**config.mk**
```make
export PLATFORM = sky130hd
export DESIGN_NAME = pfs_device_flat
export DESIGN_NICKNAME = d
export VERILOG_FILES = /design/src/core/pfs_pkg.sv /design/src/core/pfs_link_if.sv /design/src/core/pfs_device.sv /design/src/flat_wrapper.sv
export SDC_FILE = /design/constraint.sdc
export NUM_CORES = 1
export LEC_CHECK = 0
export BUFFER_PORTS_ARGS = -buffer_cell sky130_fd_sc_hd__buf_2
export CORE_MARGIN = 2
export CORE_UTILIZATION = 56
export CTS_CLUSTER_SIZE = 25
export DETAILED_ROUTE_END_ITERATION = 6
export PLACE_DENSITY = 0.89
export REMOVE_ABC_BUFFERS = 1
export SYNTH_ARGS = -nofsm -noshare
export SYNTH_HDL_FRONTEND = slang
export SYNTH_SLANG_ARGS = --single-unit
```
**constraint.sdc**
```tcl
create_clock -name aclk -period 3.5 [get_ports aclk]
set_input_delay 0.7 -clock aclk [delete_from_list [all_inputs] [get_ports aclk]]
set_output_delay 0.7 -clock aclk [all_outputs]
set_load 0.02 [all_outputs]
```
**src/core/pfs_pkg.sv**
```systemverilog
// Purpose: Shared constants and types of the power fault status block
// Assumes: Both link ends and the host controller use this package
// Notes: Limits are raw codes; volts 1 V, levels 0.1 V, amps 0.1 A, ms 1 ms
//
// How it works
// Temp warning 25..125, below fault threshold
// Input overvoltage threshold 48..90, compared with input
// Reaction 11 holds output off, 10 shuts
// Retry field fixed 000, no restart
// Delay field fixed zero, immediate shutdown
// Reaction 7:6, retry 5:3, delay 2:0; bit6 writable
// Power-good levels 8.1..13.2, gap 1.6 V
// Turn-on delay 0..500 ms before ramp
// Ramp time 15..500 ms to setpoint
// Summary upper byte: bits 15,14,13,11 only
// Summary lower byte: bits 6..1 only
// Vout status bit7; iout bits 7,5; clearable
// Temp fault threshold 25..140, above warning
// Current warning 7.6..30.3, below fault; flags
// Summary bits follow detailed status bits
// Unsupported bits read zero, read-only writes ignored
package pfs_pkg;
  // ****************************************
  // Command codes
  // ****************************************
  localparam logic [7:0] CMD_IOC_WARN = 8'h4a;
  localparam logic [7:0] CMD_OT_FAULT = 8'h4f;
  localparam logic [7:0] CMD_OT_WARN = 8'h51;
  localparam logic [7:0] CMD_VIN_OV = 8'h55;
  localparam logic [7:0] CMD_VIN_RSP = 8'h56;
  localparam logic [7:0] CMD_PG_ON = 8'h5e;
  localparam logic [7:0] CMD_PG_OFF = 8'h5f;
  localparam logic [7:0] CMD_TON_DLY = 8'h60;
  localparam logic [7:0] CMD_OUTPUT_RAMP_TIME = 8'h61;
  localparam logic [7:0] CMD_SUMMARY = 8'h79;
  localparam logic [7:0] CMD_VOUT_ST = 8'h7a;
  localparam logic [7:0] CMD_IOUT_ST = 8'h7b;
  // ****************************************
  // Range limits
  // ****************************************
  localparam logic [15:0] OTW_MIN = 16'h0019;
  localparam logic [15:0] OTW_MAX = 16'h007d;
  localparam logic [15:0] OTF_MAX = 16'h008c;
  localparam logic [15:0] VINOV_MIN = 16'h0030;
  localparam logic [15:0] VINOV_MAX = 16'h005a;
  localparam logic [15:0] PG_MIN = 16'h0051;
  localparam logic [15:0] PG_MAX = 16'h0084;
  localparam logic [16:0] PG_GAP = 17'h00010;
  localparam logic [15:0] TON_MAX = 16'h01f4;
  localparam logic [15:0] RISE_MIN = 16'h000f;
  localparam logic [15:0] RISE_MAX = 16'h01f4;
  localparam logic [15:0] IOCW_MIN = 16'h004c;
  localparam logic [15:0] IOCW_MAX = 16'h012f;
  localparam logic [15:0] IOC_FAULT_LIMIT = 16'h01c7;
  // ****************************************
  // Reset values
  // ****************************************
  localparam logic [15:0] OTW_RESET = 16'h006e;
  localparam logic [15:0] OTF_RESET = 16'h007d;
  localparam logic [15:0] VINOV_RESET = 16'h0050;
  localparam logic [15:0] PGON_RESET = 16'h006e;
  localparam logic [15:0] PGOFF_RESET = 16'h005a;
  localparam logic [15:0] TDLY_RESET = 16'h000a;
  localparam logic [15:0] TRISE_RESET = 16'h000f;
  localparam logic [15:0] IOCW_RESET = 16'h00fa;
  localparam logic [7:0] RSP_RESET = 8'hc0;
  // ****************************************
  // Field positions
  // ****************************************
  localparam int RSP_HI = 7;
  localparam int RSP_WR = 6;
  localparam logic [1:0] REACT_HOLD = 2'h3;
  localparam logic [1:0] REACT_SHUT = 2'h2;
  localparam int SW_VOUT = 15;
  localparam int SW_LOAD = 14;
  localparam int SW_INPUT = 13;
  localparam int SW_PNG = 11;
  localparam int SW_OFF = 6;
  localparam int SW_VOV = 5;
  localparam int SW_IOC = 4;
  localparam int SW_VUV = 3;
  localparam int SW_TEMP = 2;
  localparam int SW_CML = 1;
  localparam int ST_FAULT = 7;
  localparam int ST_WARN = 5;
  // ****************************************
  // Link framing
  // ****************************************
  localparam int FRAME_BITS = 26;
  localparam logic [4:0] RD_LOAD_BIT = 5'h09;
  localparam logic [4:0] LAST_RX_BIT = 5'h19;
  localparam int LINK_HALF = 8;
  // ****************************************
  // Host registers
  // ****************************************
  localparam logic [3:0] A_CMD = 4'h0;
  localparam logic [3:0] A_RESULT = 4'h4;
  localparam logic [3:0] A_IRQ_ST = 4'h8;
  localparam logic [3:0] A_IRQ_MASK = 4'hc;
  localparam int CMD_RD_BIT = 8;
  localparam int RES_ACK = 16;
  localparam int RES_BUSY = 17;
  localparam int IRQ_DONE = 0;
  localparam int IRQ_NACK = 1;
  localparam logic [1:0] RESP_OKAY = 2'h0;
  localparam logic [1:0] RESP_SLVERR = 2'h2;
  // ****************************************
  // Timing
  // ****************************************
  localparam int CLK_HZ = 125000000;
  localparam int MS_PER_S = 1000;
  localparam int MS_CYCLES = CLK_HZ / MS_PER_S;
  // ****************************************
  // States
  // ****************************************
  typedef enum logic [2:0] {
    SEQ_OFF = 3'b000,
    SEQ_DELAY = 3'b001,
    SEQ_RAMP = 3'b010,
    SEQ_ON = 3'b011,
    SEQ_HOLD = 3'b100,
    SEQ_LATCH = 3'b101
  } pfs_seq_t;
  typedef enum logic [1:0] {
    LNK_IDLE = 2'b00,
    LNK_LOW = 2'b01,
    LNK_HIGH = 2'b10,
    LNK_GAP = 2'b11
  } pfs_link_t;
endpackage : pfs_pkg

```
**src/core/pfs_link_if.sv**
```systemverilog
// Purpose: Serial link between host controller and power fault device
// Assumes: Host drives clock, select and data out; device drives reply
// Notes: No two-way pins; no clocking block
`timescale 1ns/10ps
interface pfs_link_if;
  logic lclk;
  logic lsel;
  logic ldo;
  logic ldi;
  modport host (output lclk, output lsel, output ldo, input ldi);
  modport device (input lclk, input lsel, input ldo, output ldi);
endinterface : pfs_link_if

```
**src/core/pfs_device.sv**
```systemverilog
// Purpose: Command registers, status and turn-on sequencing of the module
// Assumes: User-side levels and events are on aclk; link pins are not
// Notes: Frame is rw, code, 16 data bits, then one reply bit
//
// The AXI4-Lite slave port was decided locally.
`timescale 1ns/10ps
module pfs_device #(
  parameter int MS_CYCLES = pfs_pkg::MS_CYCLES
) (
  input wire logic aclk,
  input wire logic aresetn,
  pfs_link_if.device link,
  input wire logic enable,
  input wire logic [15:0] vin_level,
  input wire logic [15:0] temp_level,
  input wire logic [15:0] iout_level,
  input wire logic [15:0] vout_level,
  input wire logic vout_ov_event,
  input wire logic iout_oc_event,
  input wire logic input_undervoltage_flag,
  output logic output_on,
  output logic ramping,
  output logic power_good,
  output logic [15:0] summary_status
);
  if (MS_CYCLES < 2) begin : g_bad_ms
    $error("MS_CYCLES must be at least 2");
  end

  typedef struct packed {
    logic [2:0] ff1;
    logic [2:0] ff2;
    logic clk_d;
    logic [4:0] bitn;
    logic [23:0] rxs;
    logic [15:0] txs;
    logic rd_ok;
    logic ldi;
    logic [15:0] otw;
    logic [15:0] otf;
    logic [15:0] vinov;
    logic rsp0;
    logic [15:0] pgon;
    logic [15:0] pgoff;
    logic [15:0] tdly;
    logic [15:0] trise;
    logic [15:0] iocw;
    logic output_overvoltage_flag;
    logic output_overcurrent_flag;
    logic output_current_warning_flag;
    logic comm_logic_fault_flag;
    logic pg;
    pfs_pkg::pfs_seq_t seq;
    logic [31:0] pre;
    logic [15:0] ms;
  } pfs_dev_t;

  pfs_dev_t q;
  pfs_dev_t next_q;
  logic rise;
  logic fall;
  logic [24:0] frm;
  logic [15:0] d;
  logic [15:0] rdv;
  logic rdok;
  logic wok;
  logic vin_ov;
  logic [1:0] react;
  logic [15:0] sw;
  logic [7:0] vst;
  logic [7:0] ist;

  // ****************************************
  // Status words
  // ****************************************
  always_comb begin
    react = {1'b1, q.rsp0};
    vin_ov = vin_level > q.vinov;
    vst = 8'(q.output_overvoltage_flag) << pfs_pkg::ST_FAULT;
    ist = (8'(q.output_overcurrent_flag) << pfs_pkg::ST_FAULT)
        | (8'(q.output_current_warning_flag) << pfs_pkg::ST_WARN);
    sw = '0;
    sw[pfs_pkg::SW_VOUT] = |vst;
    sw[pfs_pkg::SW_LOAD] = |ist;
    sw[pfs_pkg::SW_INPUT] = vin_ov | (q.seq == pfs_pkg::SEQ_LATCH);
    sw[pfs_pkg::SW_PNG] = ~q.pg;
    sw[pfs_pkg::SW_OFF] = q.seq != pfs_pkg::SEQ_ON;
    sw[pfs_pkg::SW_VOV] = q.output_overvoltage_flag;
    sw[pfs_pkg::SW_IOC] = q.output_overcurrent_flag;
    sw[pfs_pkg::SW_VUV] = input_undervoltage_flag;
    sw[pfs_pkg::SW_TEMP] = temp_level >= q.otw;
    sw[pfs_pkg::SW_CML] = q.comm_logic_fault_flag;
  end

  // ****************************************
  // Next state
  // ****************************************
  always_comb begin
    next_q = q;
    next_q.ff1 = {link.lclk, link.lsel, link.ldo};
    next_q.ff2 = q.ff1;
    next_q.clk_d = q.ff2[2];
    rise = q.ff2[2] & ~q.clk_d;
    fall = ~q.ff2[2] & q.clk_d;
    frm = {q.rxs, q.ff2[0]};
    d = frm[15:0];
    rdok = 1'b1;
    case (frm[7:0])
      pfs_pkg::CMD_IOC_WARN: rdv = q.iocw;
      pfs_pkg::CMD_OT_FAULT: rdv = q.otf;
      pfs_pkg::CMD_OT_WARN: rdv = q.otw;
      pfs_pkg::CMD_VIN_OV: rdv = q.vinov;
      pfs_pkg::CMD_VIN_RSP: rdv = {8'h00, react, 6'h00};
      pfs_pkg::CMD_PG_ON: rdv = q.pgon;
      pfs_pkg::CMD_PG_OFF: rdv = q.pgoff;
      pfs_pkg::CMD_TON_DLY: rdv = q.tdly;
      pfs_pkg::CMD_OUTPUT_RAMP_TIME: rdv = q.trise;
      pfs_pkg::CMD_SUMMARY: rdv = sw;
      pfs_pkg::CMD_VOUT_ST: rdv = {8'h00, vst};
      pfs_pkg::CMD_IOUT_ST: rdv = {8'h00, ist};
      default: begin
        rdv = '0;
        rdok = 1'b0;
      end
    endcase
    wok = 1'b0;
    if (!q.ff2[1]) begin
      next_q.bitn = '0;
      next_q.ldi = 1'b0;
    end else if (rise) begin
      next_q.bitn = q.bitn + 5'h01;
      next_q.rxs = frm[23:0];
      if (next_q.bitn == pfs_pkg::RD_LOAD_BIT) begin
        next_q.txs = rdv;
        next_q.rd_ok = rdok;
        if (!rdok) next_q.comm_logic_fault_flag = 1'b1;
      end
      if (next_q.bitn == pfs_pkg::LAST_RX_BIT) begin
        if (frm[24]) begin
          wok = q.rd_ok;
        end else begin
          case (frm[23:16])
            pfs_pkg::CMD_OT_WARN: begin
              wok = d >= pfs_pkg::OTW_MIN && d <= pfs_pkg::OTW_MAX
                  && d < q.otf;
              if (wok) next_q.otw = d;
            end
            pfs_pkg::CMD_OT_FAULT: begin
              wok = d >= pfs_pkg::OTW_MIN && d <= pfs_pkg::OTF_MAX
                  && d > q.otw;
              if (wok) next_q.otf = d;
            end
            pfs_pkg::CMD_VIN_OV: begin
              wok = d >= pfs_pkg::VINOV_MIN && d <= pfs_pkg::VINOV_MAX;
              if (wok) next_q.vinov = d;
            end
            pfs_pkg::CMD_VIN_RSP: begin
              wok = 1'b1;
              next_q.rsp0 = d[pfs_pkg::RSP_WR];
            end
            pfs_pkg::CMD_PG_ON: begin
              wok = d >= pfs_pkg::PG_MIN && d <= pfs_pkg::PG_MAX
                  && {1'b0, d} >= {1'b0, q.pgoff} + pfs_pkg::PG_GAP;
              if (wok) next_q.pgon = d;
            end
            pfs_pkg::CMD_PG_OFF: begin
              wok = d >= pfs_pkg::PG_MIN && d <= pfs_pkg::PG_MAX
                  && {1'b0, d} + pfs_pkg::PG_GAP <= {1'b0, q.pgon};
              if (wok) next_q.pgoff = d;
            end
            pfs_pkg::CMD_TON_DLY: begin
              wok = d <= pfs_pkg::TON_MAX;
              if (wok) next_q.tdly = d;
            end
            pfs_pkg::CMD_OUTPUT_RAMP_TIME: begin
              wok = d >= pfs_pkg::RISE_MIN && d <= pfs_pkg::RISE_MAX;
              if (wok) next_q.trise = d;
            end
            pfs_pkg::CMD_IOC_WARN: begin
              wok = d >= pfs_pkg::IOCW_MIN && d <= pfs_pkg::IOCW_MAX
                  && d < pfs_pkg::IOC_FAULT_LIMIT;
              if (wok) next_q.iocw = d;
            end
            pfs_pkg::CMD_VOUT_ST: begin
              wok = 1'b1;
              if (d[pfs_pkg::ST_FAULT]) next_q.output_overvoltage_flag = 1'b0;
            end
            pfs_pkg::CMD_IOUT_ST: begin
              wok = 1'b1;
              if (d[pfs_pkg::ST_FAULT]) next_q.output_overcurrent_flag = 1'b0;
              if (d[pfs_pkg::ST_WARN]) begin
                next_q.output_current_warning_flag = 1'b0;
              end
            end
            default: wok = 1'b0;
          endcase
          if (!wok) next_q.comm_logic_fault_flag = 1'b1;
        end
        next_q.txs = {wok, 15'h0000};
      end
    end else if (fall) begin
      next_q.ldi = q.txs[15];
      next_q.txs = {q.txs[14:0], 1'b0};
    end
    // Hardware sets win over host clears
    if (vout_ov_event) next_q.output_overvoltage_flag = 1'b1;
    if (iout_oc_event) next_q.output_overcurrent_flag = 1'b1;
    if (iout_level > q.iocw) next_q.output_current_warning_flag = 1'b1;
    // Millisecond timebase
    if (q.pre == 32'(MS_CYCLES - 1)) begin
      next_q.pre = '0;
      next_q.ms = q.ms + 16'h0001;
    end else begin
      next_q.pre = q.pre + 32'h1;
    end
    case (q.seq)
      pfs_pkg::SEQ_OFF: if (enable) next_q.seq = pfs_pkg::SEQ_DELAY;
      pfs_pkg::SEQ_DELAY: if (q.ms >= q.tdly) begin
        next_q.seq = pfs_pkg::SEQ_RAMP;
      end
      pfs_pkg::SEQ_RAMP: if (q.ms >= q.trise) begin
        next_q.seq = pfs_pkg::SEQ_ON;
      end
      pfs_pkg::SEQ_ON: next_q.seq = pfs_pkg::SEQ_ON;
      pfs_pkg::SEQ_HOLD: if (!vin_ov) next_q.seq = pfs_pkg::SEQ_DELAY;
      pfs_pkg::SEQ_LATCH: next_q.seq = pfs_pkg::SEQ_LATCH;
      default: next_q.seq = pfs_pkg::SEQ_OFF;
    endcase
    if (vin_ov && q.seq != pfs_pkg::SEQ_OFF
        && q.seq != pfs_pkg::SEQ_LATCH) begin
      // No delay field: shutdown acts at once
      next_q.seq = (react == pfs_pkg::REACT_HOLD) ? pfs_pkg::SEQ_HOLD
                 : pfs_pkg::SEQ_LATCH;
    end
    if (!enable) next_q.seq = pfs_pkg::SEQ_OFF;
    if (next_q.seq != q.seq) begin
      next_q.pre = '0;
      next_q.ms = '0;
    end
    if (q.seq != pfs_pkg::SEQ_ON) begin
      next_q.pg = 1'b0;
    end else if (vout_level >= q.pgon) begin
      next_q.pg = 1'b1;
    end else if (vout_level < q.pgoff) begin
      next_q.pg = 1'b0;
    end
  end

  // ****************************************
  // State register
  // ****************************************
  always_ff @(posedge aclk) begin
    if (!aresetn) begin
      q <= '0;
      q.otw <= pfs_pkg::OTW_RESET;
      q.otf <= pfs_pkg::OTF_RESET;
      q.vinov <= pfs_pkg::VINOV_RESET;
      q.rsp0 <= pfs_pkg::RSP_RESET[pfs_pkg::RSP_WR];
      q.pgon <= pfs_pkg::PGON_RESET;
      q.pgoff <= pfs_pkg::PGOFF_RESET;
      q.tdly <= pfs_pkg::TDLY_RESET;
      q.trise <= pfs_pkg::TRISE_RESET;
      q.iocw <= pfs_pkg::IOCW_RESET;
      q.seq <= pfs_pkg::SEQ_OFF;
    end else begin
      q <= next_q;
    end
  end

  assign link.ldi = q.ldi;
  assign output_on = q.seq == pfs_pkg::SEQ_ON;
  assign ramping = q.seq == pfs_pkg::SEQ_RAMP;
  assign power_good = q.pg;
  assign summary_status = sw;
endmodule : pfs_device

```
**src/flat_wrapper.sv**
```systemverilog
// flat-port wrapper written by rule: the top's interface ports become plain ports
module pfs_device_flat 
#(
  parameter int MS_CYCLES = pfs_pkg::MS_CYCLES
)
  (aclk, aresetn, enable, vin_level, temp_level, iout_level, vout_level, vout_ov_event, iout_oc_event, input_undervoltage_flag, output_on, ramping, power_good, summary_status, link_lclk, link_lsel, link_ldo, link_ldi);
  pfs_link_if link_i ();
  input wire logic aclk;
  input wire logic aresetn;
  input wire logic enable;
  input wire logic [15:0] vin_level;
  input wire logic [15:0] temp_level;
  input wire logic [15:0] iout_level;
  input wire logic [15:0] vout_level;
  input wire logic vout_ov_event;
  input wire logic iout_oc_event;
  input wire logic input_undervoltage_flag;
  output logic output_on;
  output logic ramping;
  output logic power_good;
  output logic [15:0] summary_status;
  input wire logic [$bits(link_i.lclk)-1:0] link_lclk;
  input wire logic [$bits(link_i.lsel)-1:0] link_lsel;
  input wire logic [$bits(link_i.ldo)-1:0] link_ldo;
  output wire logic [$bits(link_i.ldi)-1:0] link_ldi;
  assign link_i.lclk = link_lclk;
  assign link_i.lsel = link_lsel;
  assign link_i.ldo = link_ldo;
  assign link_ldi = link_i.ldi;
  pfs_device #(.MS_CYCLES(MS_CYCLES)) u_core (.aclk(aclk), .aresetn(aresetn), .link(link_i), .enable(enable), .vin_level(vin_level), .temp_level(temp_level), .iout_level(iout_level), .vout_level(vout_level), .vout_ov_event(vout_ov_event), .iout_oc_event(iout_oc_event), .input_undervoltage_flag(input_undervoltage_flag), .output_on(output_on), .ramping(ramping), .power_good(power_good), .summary_status(summary_status));
endmodule
```
==> flow_metrics.tcl, run 1 <==
set metrics [dict create \
    status "complete, but fails checks" \
    violations "design-rule violations" \
    antenna_found_initial 0 \
    grt_pass1_vias 14190 \
    setup.worst_path.start "u_core.q[182]" \
    grt_util_met1 0.412 \
    core_um2 27000 \
    crit_buf_inv 3 \
    cts_root_buffer "clkbuf_16" \
    num_io_pins 93 \
    clk_pin_slew_ps 70 \
    first_iter_violations 1828 \
    ys_ff_latch 239 \
    fmax_ghz 0.296 \
    first_pass_iters 7 \
    routabilityCongestion 1.03 \
    synth_fa_ha_area_frac 0.149 \
    drv_cap 0 \
    cpMostUsedCell "o21ai_0" \
    remaining_drc_errors 14 \
    htree_levels 1 \
    crit_chain "inv_1 > ha_1 > a21oi_1 > nor2b_1 > o21ai_0 > o21ai_0 > nor2_1 > o21ai_0 > buf_4 > buf_2" \
    cts_hold_buf 0 \
    grt_overflow_total 0 \
    holdCritStartpoint "link_lclk" \
    grtUsageMet2 0.533 \
    cp-start-kind "flip-flop" \
    synth_top_family_by_area "simple AND/OR/NAND/NOR gates" \
    synth_xor_area_frac 0.0413 \
    grt_max_degree 78 \
    fin_ws_ps 118 \
    die_w_um 170 \
    crit_arrival_ps 2680 \
    synthFlopType "dfxtp_1" \
    min_period_over_period 0.966 \
    critPathMaxStageDelay_ps 360 \
    place_ws_ps 109 \
    die_area_um2 29000 \
    hold_viol_final 0 \
    cts-buffers-inserted 27 \
    synth-compound-area-share 0.170 \
    worstPathMaxFanout 3 \
    num_vias 14975 \
    crit_path_end_kind "output port" \
    core.rowCount 60 \
    tightestPinTransition_ps 847 \
    cp_top_family "compound AO/OA/AOI/OAI gates" \
    postSynthAreaPerCell_um2 8.29 \
    synthArstFlopShare 0 \
    cellPowerDensity_nw_per_um2 357 \
    synthMuxAreaShare 0.0279 \
    use_met3 0.0640 \
    ant_nets 0 \
    finClkSkew_ps 16.4 \
    grt_use_total 0.327 \
    slew_violations 0 \
    fin_hold_ws_ps 367 \
    grt_setup_unrepaired "no" \
    syn_to_final_growth_pct 12.3 \
    instances_no_fill 2297 \
    start_util 0.572 \
    busiest_layer "met2" \
    yosys.cell_types.count 84 \
    ir_drop_uv 338 \
    cts_tree "done" \
    slowest_stage "dfxtp_1" \
    slew_headroom 0.431 \
    wl_per_cell_um 21.0 \
    syn_area_um2 15500 \
    port-buffer-count 86 \
    setup_tns_ps 0 \
    drive_above_1_share 0.127 \
    wl_mm 48.2 \
    synth_warnings 0 \
    layout.nets 2193 \
    required_ps 2800 \
    setup_viol 0 \
    holdCritPathClass "input pin to flip-flop" \
    fp.dieH_um 170 \
    diodes 0 \
    synthSimpleGateAreaFrac 0.234 \
    clk_latency_ps 550 \
    netlist_instances 1866 \
    crit_type "flip-flop to output port" \
    cts_max_path_buffers 3 \
    reg2reg_from "u_core.d[4]" \
    avgViaCountPerCell 6.52 \
    grt_pass1_wl_mm 75.1 \
    seq_area_frac_synth 0.309 \
    synth_edf_count 0 \
    dp_hpwl_mm 35.4 \
    leakagePower_nw 7.65 \
    cts.sinks 239 \
    dp.cells 2248 \
    total_power_mw 6.21 \
    finalCriticalPeriod_ps 3380 \
]
==> flip-flops by register name, summed over array words and instances (netlist names) <==
register               flops
u_core.q                 205
u_core.summary_status      3
u_core.power_good          1
u_core.d                  16
u_core.frm                 9
u_core.link.ldi            1
u_core.next_q              4
==> path summary, 6_finish.rpt <==
path,end,slack [ps],depth (start not counted)
setup / recovery,summary_status[2],120,10
hold / removal,u_core.next_q[235],370,2
setup reg to reg,u_core.q[105],180,15
hold reg to reg,u_core.d[0],440,1
==> cells in the mapped netlist (4+ instances only) <==
master | instances | area (um^2)
nor2_1 | 97 | 364
a221oi_1 | 12 | 105
and2_1 | 15 | 93.8
nor2b_1 | 15 | 93.8
or2_2 | 7 | 43.8
xnor2_1 | 49 | 429
nor4_2 | 7 | 87.6
nor3_1 | 58 | 290
clkbuf_1 | 75 | 282
mux2i_1 | 42 | 420
nand2_1 | 169 | 634
nand3_1 | 109 | 546
and3_1 | 75 | 469
nor3_2 | 19 | 190
o21a_1 | 10 | 75.1
nor4_1 | 17 | 106
inv_1 | 147 | 552
o21ai_0 | 54 | 270
xor2_1 | 24 | 210
nand4_1 | 40 | 250
ha_1 | 184 | 2300
a211o_1 | 11 | 96.3
a21o_1 | 24 | 180
nand2b_1 | 14 | 87.6
dfxtp_1 | 239 | 4780
o31a_1 | 4 | 35.0
a2111oi_0 | 8 | 70.1
a31oi_1 | 21 | 131
o2111ai_1 | 7 | 61.3
buf_1 | 5 | 18.8
and4_1 | 10 | 87.6
nor3b_1 | 7 | 52.6
buf_4 | 14 | 105
a22oi_1 | 25 | 188
a222oi_1 | 14 | 140
a21oi_1 | 105 | 526
a211oi_1 | 12 | 90.1
buf_2 | 16 | 80.1
or3_1 | 8 | 50.1
o211ai_1 | 27 | 203
==> area by class of cell <==
type | count | area [um^2]
multi-input combinational | 1372 | 9680
clock inverter | 14 | 210
inverter | 148 | 556
sequential | 239 | 4790
fill | 2203 | 9650
clock buffer | 35 | 766
timing repair buffer | 148 | 948
tap | 341 | 427
==> power by group <==
part	internal, mW	total [mW]	switching [mW]
sequential	2.73	2.75	0.0170
combinational	0.134	0.365	0.231
clock	1.91	3.10	1.19
==> through the flow <==
step | util | area, um^2
4_1_cts | 0.642 | 17400
2_1_floorplan | - | 15000
3_3_place_gp | 0.606 | 16400
6_report | 0.643 | 17400
3_5_place_dp | 0.606 | 16400
5_1_grt | 0.643 | 17400
==> routing by layer <==
metal	wire (um)	vias to the layer above
li1	-	6869
met1	18700	7050
met2	21600	848
met3	5140	208
met4	2810	0
met5	0	-
==> what timing repair did <==
| action | CTS | global route |
|---|---|---|
| setup endpoints to repair | 0 | 3 |
| resized for setup | 0 | 3 |
| setup buffers | 0 | 0 |
==> layout by cell type (no fill, tap or decap), drive strengths merged, types with 11 or more instances in the layout <==
master	instances
buf	148
nor2	98
inv	147
a22oi	25
nand3	109
xnor2	49
a222oi	14
xor2	24
dfxtp	239
a211o	11
o21ai	55
a31oi	21
a21oi	105
nand2b	14
nand4	40
o211ai	27
a211oi	12
a21o	24
nor2b	15
mux2i	42
and2	15
nor4	25
nand2	169
nor3	77
clkbuf	35
ha	184
and3	75
a221oi	12
==> logic make-up after synthesis <==
| family | after synthesis |
|---|---|
| xor+xnor | 73 |
| mux | 43 |
| buf+inv | 260 |
| compound gates | 382 |
| fa+ha+maj | 184 |
| simple gates | 684 |
| other cells | 1 |
| flops | 239 |
No activity file was read; power rests on OpenSTA's default activity.
==> run 2, diff against run 1 <==
--- a/config.mk
+++ b/config.mk
@@ -7,10 +7,10 @@
 export LEC_CHECK = 0
 export BUFFER_PORTS_ARGS = -buffer_cell sky130_fd_sc_hd__buf_2
 export CORE_MARGIN = 2
-export CORE_UTILIZATION = 56
+export CORE_UTILIZATION = 62
 export CTS_CLUSTER_SIZE = 25
 export DETAILED_ROUTE_END_ITERATION = 6
-export PLACE_DENSITY = 0.89
+export PLACE_DENSITY = 0.93
 export REMOVE_ABC_BUFFERS = 1
 export SYNTH_ARGS = -nofsm -noshare
 export SYNTH_HDL_FRONTEND = slang
==> constraint.sdc (replaced) <==
create_clock -name aclk -period 3.22 [get_ports aclk]
set_input_delay 0.644 -clock aclk [delete_from_list [all_inputs] [get_ports aclk]]
set_output_delay 0.644 -clock aclk [all_outputs]
set_load 0.02 [all_outputs]
==> run 2 against run 1 <==
The flow now finishes without violations. Die area fell by 9.5%. Clock power rose by 7.1%. Critical path depth fell by 2. Worst hold slack got worse by 53 ps. Via count rose by 0.71%. Power rose by 8.1%. Routed wire length rose by 0.95%. Sequential share of layout area fell by 0.11 points. Combinational power rose by 11%. Design area rose by 0.50%. Highest routed layer unchanged.
==> flow_metrics.tcl, run 2 (same netlist as run 1, synthesis figures left out) <==
set metrics [dict create \
    final_cell_mix "237 x dfxtp_1, 184 x ha_1, 169 x nand2_1" \
    wl_met1_mm 18.3 \
    die_w_um 162 \
    htree_levels 1 \
    worstPathMaxFanout 3 \
    cp-start-kind "flip-flop" \
    crit_type "flip-flop to output port" \
    wl_mm 48.7 \
    crit_buf_inv 2 \
    total_power_mw 6.71 \
    wl_met2_mm 21.7 \
    critPathMaxStageDelay_ps 390 \
    slowest_stage "dfxtp_2" \
    finalCriticalPeriod_ps 3140 \
    setup_tns_ps 0 \
    holdCritPathClass "input pin to flip-flop" \
    first_iter_violations 1907 \
    reg2regPathDepth 12 \
    cts-buffers-inserted 27 \
    setup_viol 0 \
    slew_headroom 0.503 \
    cp.depth 8 \
    drv_cap 0 \
    holdPathStages 2 \
    syn_to_final_growth_pct 12.9 \
    cellPowerDensity_nw_per_um2 385 \
    cts_root_buffer "clkbuf_16" \
    core.rowCount 57 \
    cpMostUsedCell "nand2_1" \
    cts.sinks 239 \
    start_util 0.634 \
    crit_chain "inv_1 > ha_1 > a21oi_1 > nand2_1 > a211o_1 > o31ai_4 > nand2_1 > buf_2" \
    crit_path_end_kind "output port" \
    ant_nets 0 \
    diodes 0 \
    hold_viol_final 0 \
    crit_arrival_ps 2500 \
    num_io_pins 93 \
    fmax_ghz 0.318 \
    tightestPinTransition_ps 743 \
    grt_pass1_wl_mm 76.0 \
    grt_use_total 0.361 \
    first_pass_iters 6 \
    grt_overflow_total 0 \
    ir_drop_uv 490 \
    antenna_found_initial 0 \
    leakagePower_nw 7.70 \
    instances_no_fill 2283 \
    num_vias 15082 \
    largest_reg_flops 205 \
    slew_violations 0 \
    layout_commonest_cell "dfxtp_1" \
    die_area_um2 26200 \
    dp.cells 2233 \
    remaining_drc_errors 0 \
    num-fill-cells 1806 \
    wl_per_cell_um 21.3 \
    clk_latency_ps 550 \
    required_ps 2580 \
    cts_tree "done" \
    finClkSkew_ps 17.7 \
    largest_register "u_core.q" \
    dp_hpwl_mm 34.9 \
    core_um2 24400 \
    min_period_over_period 0.975 \
    dr_wl_met3_mm 5.60 \
    utilization 0.716 \
    fp.dieH_um 162 \
    clk_pin_slew_ps 60 \
    routabilityCongestion 0.981 \
    layout.nets 2197 \
    drive_above_1_share 0.132 \
    cts_max_path_buffers 3 \
    cp_top_family "compound AO/OA/AOI/OAI gates" \
    fin_hold_ws_ps 314 \
    avgViaCountPerCell 6.61 \
    status "complete, no violations" \
    highest_layer "met4" \
    grt_pass1_vias 14576 \
    grt_max_degree 148 \
    port-buffer-count 86 \
]
==> run 2: cell count changes in the layout (fill, tap and decap cells not counted), moves of 2 or more <==
cell / previous run / this run
clkinv_2: 4 / 8
o21ai_0: 54 / 52
clkinv_4: 2 / 0
buf_12: 4 / 8
clkinvlp_4: 3 / 1
==> run 2: path summary, 6_finish.rpt <==
kind	from	end	slack (ps)
setup / recovery	u_core.q[151]	summary_status[13]	80
hold / removal	link_lsel	u_core.next_q[234]	310
setup reg to reg	u_core.d[4]	u_core.q[188]	140
hold reg to reg	u_core.next_q[234]	u_core.q[234]	440
==> run 2: timing repair <==
action,in CTS,in global routing
setup buffers,2,1
hold buffers,0,0
setup endpoints to repair,2,6
resized for setup,5,10
pin swaps,5,4
==> run 2: worst register-to-register path, delay by kind of cell, from the launching register on <==
kind / cells / cell delay, ps
flops: 1 / 390
simple gates: 2 / 250
fa+ha+maj: 1 / 230
compound gates: 5 / 1300
buf+inv: 4 / 760
==> run 2: layout make-up <==
type / instances / area (um^2) / area share
Multi-Input combinational cell: 1372 / 9730 / 0.557
Sequential cell: 239 / 4790 / 0.274
Timing Repair Buffer: 152 / 1030 / 0.0590
Clock buffer: 34 / 752 / 0.0431
Inverter: 148 / 556 / 0.0318
Tap cell: 324 / 405 / 0.0232
Clock inverter: 14 / 198 / 0.0113
==> run 2: power breakdown <==
| group | internal [mW] | switching [mW] | total, mW |
|---|---|---|---|
| logic | 0.149 | 0.257 | 0.406 |
| clock network | 2.04 | 1.28 | 3.32 |
| registers | 2.97 | 0.0192 | 2.99 |
| total | 5.16 | 1.56 | 6.71 |
==> run 2: per-stage QoR <==
step / cell area [um^2] / setup WS [ps]
floorplan: 15000 / -1750
global placement: 16400 / 97.2
CTS: 17400 / 34.7
detailed placement: 16400 / 48.1
finish: 17500 / 79.3
global route: 17500 / -75.3
==> run 2: per-layer routing <==
metal,GRT usage,vias to the layer above
met2,0.581,961
met3,0.0802,242
met1,0.450,6992
met4,0.202,0
met5,0,-
li1,-,6887
